<file path="config.mk">
export PLATFORM = sky130hd
export DESIGN_NAME = rpc_payload
export DESIGN_NICKNAME = d
export VERILOG_FILES = /design/src/logic/rpc_pkg.sv /design/src/logic/rpc_payload.sv /design/src/logic/rpc_milliwatt.sv /design/src/logic/rpc_ind_regs.sv
export SDC_FILE = /design/constraint.sdc
export NUM_CORES = 2
export LEC_CHECK = 0
export BUFFER_PORTS_ARGS = -buffer_cell sky130_fd_sc_hd__buf_2
export CAP_MARGIN = 30
export CORE_ASPECT_RATIO = 0.8
export CORE_UTILIZATION = 50
export CTS_CLUSTER_DIAMETER = 60
export CTS_CLUSTER_SIZE = 25
export DETAILED_ROUTE_END_ITERATION = 16
export PLACE_DENSITY = 0.66
export SLEW_MARGIN = 30
export SYNTH_ARGS = -nofsm -noshare
export SYNTH_HDL_FRONTEND = slang
export SYNTH_SLANG_ARGS = --single-unit
</file>
<file path="constraint.sdc">
create_clock -name clk_i -period 6 [get_ports clk_i]
set_input_delay 1.2 -clock clk_i [delete_from_list [all_inputs] [get_ports clk_i]]
set_output_delay 1.2 -clock clk_i [all_outputs]
set_load 0.05 [all_outputs]
</file>
<file path="src/logic/rpc_pkg.sv">
// package: constants, field layouts and carriers of the receive payload block
package rpc_pkg;

	// ------------------------------------------------------------------
	// direct register offsets
	// ------------------------------------------------------------------
	localparam logic [7:0] REG_TEST_CFG    = 8'hc7;
	localparam logic [7:0] REG_ACC_STATUS  = 8'hcd;
	localparam logic [7:0] REG_ACC_CONTROL = 8'hce;
	localparam logic [7:0] REG_ACC_DATA    = 8'hcf;
	localparam logic [7:0] REG_PAYLOAD_CFG = 8'hd0;
	localparam logic [7:0] REG_CTRL_ENABLE = 8'hd1;
	localparam logic [7:0] REG_RESET_VAL   = 8'h00;

	// ------------------------------------------------------------------
	// field positions
	// ------------------------------------------------------------------
	// test configuration
	localparam int TC_TEST_EN  = 0;
	localparam int TC_DIR      = 1;
	localparam int TC_MODE_LO  = 2;
	// access status / control
	localparam int AS_BUSY     = 0;
	localparam int AC_RW       = 7;
	// payload configuration
	localparam int PC_GSUB_LO  = 0;
	localparam int PC_SNAP     = 3;
	localparam int PC_GSTRK    = 4;
	// control enable
	localparam int CE_MASTER   = 0;
	localparam int CE_SIGNALING_FORCE_ENABLE   = 1;
	localparam int CE_POL      = 2;
	localparam int CE_POS      = 3;
	// channel control entry
	localparam int CC_SUB_LO   = 0;
	localparam int CC_MSB      = 3;
	localparam int CC_ODD      = 4;
	localparam int CC_EVEN     = 5;
	// signaling trunk entry
	localparam int ST_CODE_LO  = 0;
	localparam int ST_EN       = 4;
	localparam int ST_TEST     = 5;

	// ------------------------------------------------------------------
	// encodings
	// ------------------------------------------------------------------
	localparam logic [1:0] MODE_UNFRAMED = 2'h0;
	localparam logic [1:0] MODE_8BIT     = 2'h1;
	localparam logic [1:0] MODE_7BIT     = 2'h2;
	localparam logic [2:0] SUB_NONE      = 3'h0;
	localparam logic [2:0] SUB_TRUNK     = 3'h1;
	localparam logic [2:0] SUB_MW_MU     = 3'h2;
	localparam logic [2:0] SUB_MW_A      = 3'h3;
	localparam logic [1:0] FMT_SF        = 2'h0;
	localparam logic [1:0] FMT_ESF       = 2'h1;
	localparam logic [1:0] FMT_SLC96     = 2'h2;
	localparam logic [1:0] FMT_DM        = 2'h3;
	localparam logic [7:0] MASK_ALL      = 8'hff;
	localparam logic [7:0] MASK_7BIT     = 8'hfe;
	localparam logic [7:0] MASK_MSB      = 8'h80;
	localparam logic [7:0] MASK_ODD      = 8'haa;
	localparam logic [7:0] MASK_EVEN     = 8'h55;

	// indirect space: bits 6:5 select the table, 4:0 the channel
	localparam logic [1:0] IND_CHAN_CTL  = 2'h0;
	localparam logic [1:0] IND_DTRK      = 2'h1;
	localparam logic [1:0] IND_STRK      = 2'h2;
	localparam logic [4:0] T1_FIRST_CH   = 5'h01;
	localparam logic [4:0] T1_LAST_CH    = 5'h18;
	localparam logic [1:0] IND_BUSY_CYC  = 2'h2;

	// ------------------------------------------------------------------
	// carriers
	// ------------------------------------------------------------------
	typedef struct packed {
		logic       valid;
		logic [4:0] chan;
		logic [7:0] data;
		logic [3:0] sig;
		logic       frame_start;
		logic       mf_first;
	} rpc_rx_t;

	typedef struct packed {
		logic       valid;
		logic [7:0] data;
		logic [3:0] sig;
	} rpc_tx_t;

	typedef struct packed {
		logic       valid;
		logic [7:0] data;
	} rpc_ext_t;

	typedef enum logic [1:0] {
		IND_IDLE = 2'b01,
		IND_WAIT = 2'b10
	} rpc_ind_state_t;

	// ------------------------------------------------------------------
	// shared decoding
	// ------------------------------------------------------------------
	function automatic logic rpc_ind_addr_ok(input logic [6:0] addr,
		input logic e1);
		logic ok;
		ok = (addr[6:5] != 2'h3);
		if (!e1 && (addr[4:0] < T1_FIRST_CH || addr[4:0] > T1_LAST_CH))
			ok = 1'b0;
		return ok;
	endfunction

	function automatic logic [7:0] rpc_bits(input logic [7:0] v,
		input logic [7:0] m, input logic sel);
		return sel ? (v ^ m) : v;
	endfunction

endpackage : rpc_pkg

</file>
<file path="src/logic/rpc_payload.sv">
// receive payload conditioning stage: registers and data/signaling paths
//
// Notes on behaviour
// functions act only with master enable set
// data operations applied in fixed priority order
// test with direction zero extracts received data
// mode field; unframed extracts all, ignores selections
// framed modes extract only selected channels
// global substitution, else per-channel substitution field
// A-law milliwatt eight-byte repeating sequence
// mu-law milliwatt eight-byte repeating sequence
// signaling force to polarity, T1 SF/ESF/SLC96
// per-channel msb, even, odd bit inversion
// test with direction one inserts generated pattern
// signaling position select in T1 ESF/SLC96
// snapshot first-frame signaling over multiframe, not DM
// global signaling trunk code, else per-channel
// indirect access via address, direction, data, busy
// indirect table address ranges per mode
// disabled block passes data and signaling unchanged
// software waits on busy between accesses
module rpc_payload
	import rpc_pkg::*;
#(
	parameter int NUM_CH = 32
)(
	input  wire logic       clk_i,
	input  wire logic       rst_n_i,
	input  wire logic       ce_i,
	// register port
	input  wire logic       reg_wr_i,
	input  wire logic       reg_rd_i,
	input  wire logic [7:0] reg_addr_i,
	input  wire logic [7:0] reg_wdata_i,
	output logic      [7:0] reg_rdata_o,
	// framing context
	input  wire logic       e1_mode_i,
	input  wire logic [1:0] t1_format_i,
	// received stream from the framer
	input  wire rpc_rx_t    rx_i,
	input  wire logic [7:0] pattern_i,
	// system side and test side
	output rpc_tx_t         tx_o,
	output rpc_ext_t        ext_o
);

	// ------------------------------------------------------------------
	// parameter check
	// ------------------------------------------------------------------
	if (NUM_CH != 32) begin : g_chk
		$error("rpc_payload: channel index is five bits, NUM_CH must be 32");
	end

	// ------------------------------------------------------------------
	// state
	// ------------------------------------------------------------------
	typedef struct packed {
		logic [7:0]             test_cfg;
		logic [7:0]             acc_ctl;
		logic [7:0]             acc_data;
		logic [7:0]             pay_cfg;
		logic [7:0]             ctl_en;
		logic [7:0]             rdata;
		logic [NUM_CH-1:0][3:0] snap;
		rpc_tx_t                tx;
		rpc_ext_t               ext;
	} rpc_main_q_t;

	rpc_main_q_t q;
	rpc_main_q_t d;

	logic       busy;
	logic       rd_done;
	logic [7:0] ind_rdata;
	logic [7:0] ctl_ent;
	logic [7:0] dtrk_ent;
	logic [7:0] strk_ent;
	logic [7:0] mw_a;
	logic [7:0] mw_mu;
	logic       acc_start;

	// ------------------------------------------------------------------
	// submodules
	// ------------------------------------------------------------------
	rpc_ind_regs #(
		.NUM_CH    (NUM_CH)
	) u_ind (
		.clk_i     (clk_i),
		.rst_n_i   (rst_n_i),
		.ce_i      (ce_i),
		.e1_mode_i (e1_mode_i),
		.start_i   (acc_start),
		.addr_i    (reg_wdata_i[6:0]),
		.read_i    (reg_wdata_i[AC_RW]),
		.wdata_i   (q.acc_data),
		.chan_i    (rx_i.chan),
		.busy_o    (busy),
		.rd_done_o (rd_done),
		.rdata_o   (ind_rdata),
		.ctl_o     (ctl_ent),
		.dtrk_o    (dtrk_ent),
		.strk_o    (strk_ent)
	);

	rpc_milliwatt u_mw (
		.clk_i     (clk_i),
		.rst_n_i   (rst_n_i),
		.ce_i      (ce_i),
		.advance_i (rx_i.valid & rx_i.frame_start),
		.alaw_o    (mw_a),
		.mulaw_o   (mw_mu)
	);

	// a new access is taken only while the engine is idle
	assign acc_start = ce_i && reg_wr_i && !busy &&
		(reg_addr_i == REG_ACC_CONTROL);

	// ------------------------------------------------------------------
	// read mux
	// ------------------------------------------------------------------
	function automatic logic [7:0] read_mux(input rpc_main_q_t s,
		input logic [7:0] a, input logic b);
		logic [7:0] v;
		v = '0;
		case (a)
			REG_TEST_CFG:    v = s.test_cfg;
			REG_ACC_STATUS:  v[AS_BUSY] = b;
			REG_ACC_CONTROL: v = s.acc_ctl;
			REG_ACC_DATA:    v = s.acc_data;
			REG_PAYLOAD_CFG: v = s.pay_cfg;
			REG_CTRL_ENABLE: v = s.ctl_en;
			default:         v = '0;
		endcase
		return v;
	endfunction

	// ------------------------------------------------------------------
	// next state
	// ------------------------------------------------------------------
	always_comb begin
		logic       master;
		logic       test_en;
		logic       dir;
		logic [1:0] mode;
		logic       test_sel;
		logic [7:0] mask;
		logic [2:0] sub;
		logic       t1;
		logic [7:0] data;
		logic [3:0] sig;
		master   = 1'b0;
		test_en  = 1'b0;
		dir      = 1'b0;
		mode     = '0;
		test_sel = 1'b0;
		mask     = '0;
		sub      = '0;
		t1       = 1'b0;
		data     = '0;
		sig      = '0;
		d = q;

		// register writes
		if (reg_wr_i) begin
			case (reg_addr_i)
				REG_TEST_CFG:    d.test_cfg = reg_wdata_i;
				REG_ACC_CONTROL: if (!busy) d.acc_ctl = reg_wdata_i;
				REG_ACC_DATA:    d.acc_data = reg_wdata_i;
				REG_PAYLOAD_CFG: d.pay_cfg = reg_wdata_i;
				REG_CTRL_ENABLE: d.ctl_en = reg_wdata_i;
				default:         d.acc_data = d.acc_data;
			endcase
		end
		// read result beats a software write in the same cycle
		if (rd_done) begin
			d.acc_data = ind_rdata;
		end
		if (reg_rd_i) begin
			d.rdata = read_mux(q, reg_addr_i, busy);
		end

		// decode controls
		master  = q.ctl_en[CE_MASTER];
		test_en = q.test_cfg[TC_TEST_EN];
		dir     = q.test_cfg[TC_DIR];
		mode    = q.test_cfg[TC_MODE_LO +: 2];
		t1      = !e1_mode_i;
		test_sel = (mode == MODE_UNFRAMED) ? 1'b1 : strk_ent[ST_TEST];
		mask    = (mode == MODE_7BIT) ? MASK_7BIT : MASK_ALL;
		sub     = (q.pay_cfg[PC_GSUB_LO +: 3] != SUB_NONE) ?
			q.pay_cfg[PC_GSUB_LO +: 3] : ctl_ent[CC_SUB_LO +: 3];

		// data path
		data = rx_i.data;
		sig  = rx_i.sig;
		d.ext.valid = 1'b0;
		d.tx.valid  = rx_i.valid;
		if (rx_i.valid && master) begin
			// extraction: a copy goes to the checker
			if (test_en && !dir && test_sel) begin
				d.ext.valid = 1'b1;
				d.ext.data  = data & mask;
			end
			case (sub)
				SUB_TRUNK: data = dtrk_ent;
				SUB_MW_MU: data = mw_mu;
				SUB_MW_A:  data = mw_a;
				default:   data = data;
			endcase
			data = rpc_bits(data, MASK_MSB, ctl_ent[CC_MSB]);
			data = rpc_bits(data, MASK_ODD, ctl_ent[CC_ODD]);
			data = rpc_bits(data, MASK_EVEN, ctl_ent[CC_EVEN]);
			// 7-bit mode leaves the lsb of the channel untouched
			if (test_en && dir && test_sel) begin
				data = (pattern_i & mask) | (data & ~mask);
			end

			// signaling path
			if (q.ctl_en[CE_POS] && t1 &&
				(t1_format_i == FMT_ESF || t1_format_i == FMT_SLC96)) begin
				sig = {sig[3:2], 2'h0};
			end
			if (q.pay_cfg[PC_SNAP] && !(t1 && t1_format_i == FMT_DM)) begin
				if (rx_i.mf_first) begin
					d.snap[rx_i.chan] = sig;
				end else begin
					sig = q.snap[rx_i.chan];
				end
			end
			if (q.pay_cfg[PC_GSTRK] || strk_ent[ST_EN]) begin
				sig = strk_ent[ST_CODE_LO +: 4];
			end
			if (q.ctl_en[CE_SIGNALING_FORCE_ENABLE] && t1 && t1_format_i != FMT_DM) begin
				sig = {4{q.ctl_en[CE_POL]}};
			end
		end
		// disabled: stream passes as received
		if (rx_i.valid) begin
			d.tx.data = data;
			d.tx.sig  = sig;
		end

		if (!ce_i) begin
			d = q;
		end
	end

	// ------------------------------------------------------------------
	// registers
	// ------------------------------------------------------------------
	always_ff @(posedge clk_i or negedge rst_n_i) begin
		if (!rst_n_i) begin
			q          <= '0;
			q.test_cfg <= REG_RESET_VAL;
			q.ctl_en   <= REG_RESET_VAL;
			q.pay_cfg  <= REG_RESET_VAL;
		end else begin
			q <= d;
		end
	end

	// ------------------------------------------------------------------
	// outputs
	// ------------------------------------------------------------------
	assign reg_rdata_o = q.rdata;
	assign tx_o        = q.tx;
	assign ext_o       = q.ext;

endmodule // rpc_payload

</file>
<file path="src/logic/rpc_milliwatt.sv">
// milliwatt byte sequencer: A-law and mu-law tables stepped per frame
module rpc_milliwatt
	import rpc_pkg::*;
(
	input  wire logic       clk_i,
	input  wire logic       rst_n_i,
	input  wire logic       ce_i,
	input  wire logic       advance_i,
	output logic      [7:0] alaw_o,
	output logic      [7:0] mulaw_o
);

	typedef struct packed {
		logic [2:0] idx;
	} rpc_mw_state_t;

	// first listed bit is the msb of each byte
	localparam logic [7:0] ALAW_TAB [8] = '{8'h34, 8'h21, 8'h21, 8'h34,
		8'hb4, 8'ha1, 8'ha1, 8'hb4};
	localparam logic [7:0] MULAW_TAB [8] = '{8'h1e, 8'h0b, 8'h0b, 8'h1e,
		8'h9e, 8'h8b, 8'h8b, 8'h9e};

	rpc_mw_state_t q;
	rpc_mw_state_t d;

	always_comb begin
		d = q;
		if (ce_i && advance_i) begin
			d.idx = q.idx + 3'h1;
		end
	end

	always_ff @(posedge clk_i or negedge rst_n_i) begin
		if (!rst_n_i) begin
			q <= '0;
		end else begin
			q <= d;
		end
	end

	assign alaw_o  = ALAW_TAB[q.idx];
	assign mulaw_o = MULAW_TAB[q.idx];

endmodule // rpc_milliwatt

</file>
<file path="src/logic/rpc_ind_regs.sv">
// indirect tables: channel control, data trunk codes, signaling trunk codes
module rpc_ind_regs
	import rpc_pkg::*;
#(
	parameter int NUM_CH = 32
)(
	input  wire logic       clk_i,
	input  wire logic       rst_n_i,
	input  wire logic       ce_i,
	input  wire logic       e1_mode_i,
	input  wire logic       start_i,
	input  wire logic [6:0] addr_i,
	input  wire logic       read_i,
	input  wire logic [7:0] wdata_i,
	input  wire logic [4:0] chan_i,
	output logic            busy_o,
	output logic            rd_done_o,
	output logic      [7:0] rdata_o,
	output logic      [7:0] ctl_o,
	output logic      [7:0] dtrk_o,
	output logic      [7:0] strk_o
);

	typedef struct packed {
		rpc_ind_state_t              st;
		logic [1:0]                  cnt;
		logic [6:0]                  addr;
		logic                        rd;
		logic [7:0]                  wdata;
		logic                        done;
		logic [7:0]                  rdata;
		logic [NUM_CH-1:0][7:0]      ctl;
		logic [NUM_CH-1:0][7:0]      dtrk;
		logic [NUM_CH-1:0][7:0]      strk;
	} rpc_ind_q_t;

	rpc_ind_q_t q;
	rpc_ind_q_t d;

	always_comb begin
		d = q;
		d.done = 1'b0;
		case (q.st)
			IND_IDLE: begin
				if (start_i) begin
					d.st    = IND_WAIT;
					d.cnt   = '0;
					d.addr  = addr_i;
					d.rd    = read_i;
					d.wdata = wdata_i;
				end
			end
			IND_WAIT: begin
				d.cnt = q.cnt + 2'h1;
				if (q.cnt == IND_BUSY_CYC - 2'h1) begin
					d.st   = IND_IDLE;
					d.done = q.rd;
					d.rdata = '0;
					// out-of-range addresses read zero, writes dropped
					if (rpc_ind_addr_ok(q.addr, e1_mode_i)) begin
						case (q.addr[6:5])
							IND_CHAN_CTL: begin
								if (q.rd) d.rdata = q.ctl[q.addr[4:0]];
								else d.ctl[q.addr[4:0]] = q.wdata;
							end
							IND_DTRK: begin
								if (q.rd) d.rdata = q.dtrk[q.addr[4:0]];
								else d.dtrk[q.addr[4:0]] = q.wdata;
							end
							default: begin
								if (q.rd) d.rdata = q.strk[q.addr[4:0]];
								else d.strk[q.addr[4:0]] = q.wdata;
							end
						endcase
					end
				end
			end
			default: begin
				d.st = IND_IDLE;
			end
		endcase
		if (!ce_i) begin
			d = q;
		end
	end

	always_ff @(posedge clk_i or negedge rst_n_i) begin
		if (!rst_n_i) begin
			q    <= '0;
			q.st <= IND_IDLE;
		end else begin
			q <= d;
		end
	end

	assign busy_o    = (q.st == IND_WAIT);
	assign rd_done_o = q.done;
	assign rdata_o   = q.rdata;
	assign ctl_o     = q.ctl[chan_i];
	assign dtrk_o    = q.dtrk[chan_i];
	assign strk_o    = q.strk[chan_i];

endmodule // rpc_ind_regs

</file>
==> results.ini <==
[outcome]
outcome=finished, final reports clean

[floorplanning]
core_um2=101000
die_area_um2=104000
initial_core_util_pct=50.7
die_w_um=360
std_cell_rows=104
io_pins=82
die_y_um=288

[clocking]
clock_latency_ns=0.69
cts_max_path_buffers=3
h-tree-depth=2
cts_buffers=56
cts_hold_buf=0
clockRootBuffer=clkbuf_16
clock_sinks=998
clk_pin_slew_ns=0.09
cts_resized=0
cts_setup_buffers=0
cts_tree=done

[min_path]
hp-start=q[130]$_DFFE_PN0P_
hold_class=flip-flop to flip-flop

[grt]
antenna_found_initial=6
globalRouteTotalUtil_pct=29.8
grt_pass1_vias=32500
grt_pass1_wl_um=229000
grt_overflow_total=0
grt_max_degree=144

[synthesis]
ys_ff_latch=998
yosysWarnings=0
syn_area_um2=51200
async_reset_ff_share_pct=100
syn_area_per_cell_um2=14.2
ys_types=72
seq_area_frac_synth_pct=48.8
netlist_instances=3599
synth_fp_nets=3654
ys.flop_type=dfrtp_1
synth_edf_count=0

[detailed_routing]
drt_iter0_markers=3746
routed_via_density=6.80
vias=33200
drc=0
first_pass_iters=6
wire_per_inst_um=31.5
antenna_left=0
drt_wl_total_um=154000

[layout]
drive_gt1_share_pct=47.3
layout.cells.non_filler=4888
area_growth_pct=6.93
final_core_util_pct=54.2
finish.instance_area_um2=54800
nets=3573

[worst_setup_path]
cp_data_required_time_ns=6.54
worst_setup_path_end_kind=flip-flop
arrival_ns=4.96
startpoint=rx_i[16]
cp_slowest_stage_delay_ns=0.65
crit_chain=buf_2 -> nand4_1 -> o22ai_1 -> nor4_2 -> buf_4 -> a211oi_1 -> nor2_1 -> a21bo_2 -> a221oi_1 -> xor2_1 -> a41oi_1
crit_slowest_cell=buf_2
startpoint_type=input port
cp_max_fo=32
r2r_start=u_ind.q[786]$_DFFE_PN0P_
rrSetupSlack_ns=1.79
critPathKind=input port to flip-flop

[timing]
fin_crit_sh_pct=73.7
finalHoldViolations=0
rsz0062_at_grt=false
max_freq_ghz=0.226
fin_ws_ns=1.58
finClkSkew_ns=0.0424
min_period_ns=4.42
setup_violations=0
tightest_slew_ns=0.993
slew-limit-headroom_pct=33.2
totalNegativeSetupSlack_ns=0
maxSlewViolCount=0

[pwr]
switchingPower_mw=3.15
internal-power_mw=8.99
p_sw_share_pct=25.9
irDropWorstVdd_v=0.000280
clkPwrFrac_pct=37.6
p_per_area_nw_per_um2=222
leakagePower_nw=25.0
sequentialPowerShare_pct=56.0
combPwrFrac_pct=6.4

[place]
dp.cells=4785
dp_hpwl_um=105000
dpl_worst_slack_ns=0.978
gp_congestion=1.00
port_buffers=81
dpl_cell_area_um2=52800

[run]
cap_viol_max_count=0

-- sequential cells by signal, indices dropped and copies added, names as in the netlist --
register / flops
u_ind.q: 788
reg_rdata_o: 8
ext_o: 9
u_ind.rd_done_o: 1
tx_o: 13
q: 168
u_mw.q: 3
u_ind.rdata_o: 8
-- synth_stat cells (all sizes together), types with 3 or more instances --
cell	count	share of area (%)
a211oi	8	0.12
a21o	3	0.044
a21oi	42	0.42
a221oi	9	0.17
a222oi	9	0.18
a22o	8	0.14
a22oi	65	0.95
a31oi	14	0.17
and2	9	0.11
and2b	3	0.044
and3	8	0.098
buf	133	1.5
clkbuf	178	1.3
dfrtp	997	49
ha	3	0.073
inv	9	0.066
mux2	986	22
mux2i	79	1.5
mux4	345	15
nand2	185	1.4
nand2b	9	0.11
nand3	46	0.45
nand4	14	0.17
nand4b	5	0.086
nand4bb	6	0.13
nor2	146	1.3
nor2b	11	0.13
nor3	25	0.51
nor3b	3	0.054
nor4	19	0.30
o211ai	5	0.073
o21ai	56	0.55
o22ai	93	1.1
o2bb2ai	10	0.17
o31ai	5	0.073
or2	4	0.049
or3	7	0.086
or4	5	0.073
or4b	5	0.098
xnor2	3	0.051
xor2	4	0.068
-- final timing paths --
path,to,cells after the start
worst min register to register,q[130]$_DFFE_PN0P_,2
worst min-delay path,q[130]$_DFFE_PN0P_,2
min in group asynchronous,q[59]$_DFFE_PN0P_,1
worst max-delay path,tx_o[6]$_DFFE_PN0P_,11
max in group asynchronous,u_ind.q[555]$_DFFE_PN0P_,2
worst max register to register,u_ind.rdata_o[6]$_DFFE_PN0P_,8
-- metrics by stage --
step	hold slack, ns	power [mW]
2_1_floorplan	0.444	7.35
3_3_place_gp	0.458	7.70
3_5_place_dp	0.466	7.71
4_1_cts	0.487	12.2
5_1_grt	0.518	12.5
6_report	0.487	12.1
-- layout make-up --
class / instances / area, µm²
clock buffers: 65 / 1500
fillers: 8375 / 46200
repair buffers: 172 / 1320
well taps: 1325 / 1660
flip-flops and latches: 998 / 25000
multi-input cells: 2279 / 24800
diodes: 1 / 2.50
clock inverters: 37 / 449
inverters: 11 / 41.3
-- cells in the final DEF, fill, tap and decap left out, types with 9 or more instances in the layout --
| master | n |
|---|---|
| mux2_2 | 986 |
| dfrtp_1 | 984 |
| mux4_2 | 345 |
| nand2_1 | 185 |
| nor2_1 | 107 |
| o22ai_1 | 92 |
| mux2i_1 | 79 |
| buf_2 | 78 |
| buf_4 | 76 |
| a22oi_1 | 65 |
| clkbuf_16 | 58 |
| o21ai_0 | 56 |
| nand3_1 | 46 |
| a21oi_1 | 41 |
| nor2_2 | 39 |
| nand4_1 | 14 |
| a31oi_1 | 14 |
| nor4_1 | 14 |
| buf_12 | 13 |
| nor3_4 | 12 |
| nor2b_1 | 11 |
| nor3_1 | 11 |
| o2bb2ai_1 | 10 |
| inv_1 | 9 |
| nand2b_1 | 9 |
| a222oi_1 | 9 |
| dfrtp_4 | 9 |
-- layer usage --
metal  vias to the layer above  GRT usage (%)  share of wire, %
li1                      13500              -                 -
met1                     18000           45.8                44
met2                      1484           42.9                43
met3                       254           6.61               9.4
met4                         4           7.85               2.8
met5                         -              0             0.019
-- power by group through the flow --
stage	sequential, mW	combinational (mW)	clock, mW
after floorplan	6.91	0.442	0
after global placement	6.93	0.775	0
after detailed placement	6.93	0.779	0
after CTS	6.80	0.779	4.65
after global routing	6.80	0.833	4.87
final	6.80	0.778	4.57
-- critical path: cells and delay by family --
kind | cells | cell delay [ns]
xor+xnor | 1 | 0.22
compound gates | 5 | 1.80
simple gates | 3 | 0.89
buf+inv | 2 | 0.82
-- kinds of logic after synthesis --
group                      share of synthesized area (%)
adders and majority gates                         0.0733
and+or+nand+nor                                     5.24
AOI/OAI and AO/OA                                   4.46
xor gates and xnor gates                           0.120
buffers and inverters                               2.92
DFF                                                 48.8
muxes                                               38.4
No activity file was read; power rests on OpenSTA's default activity.
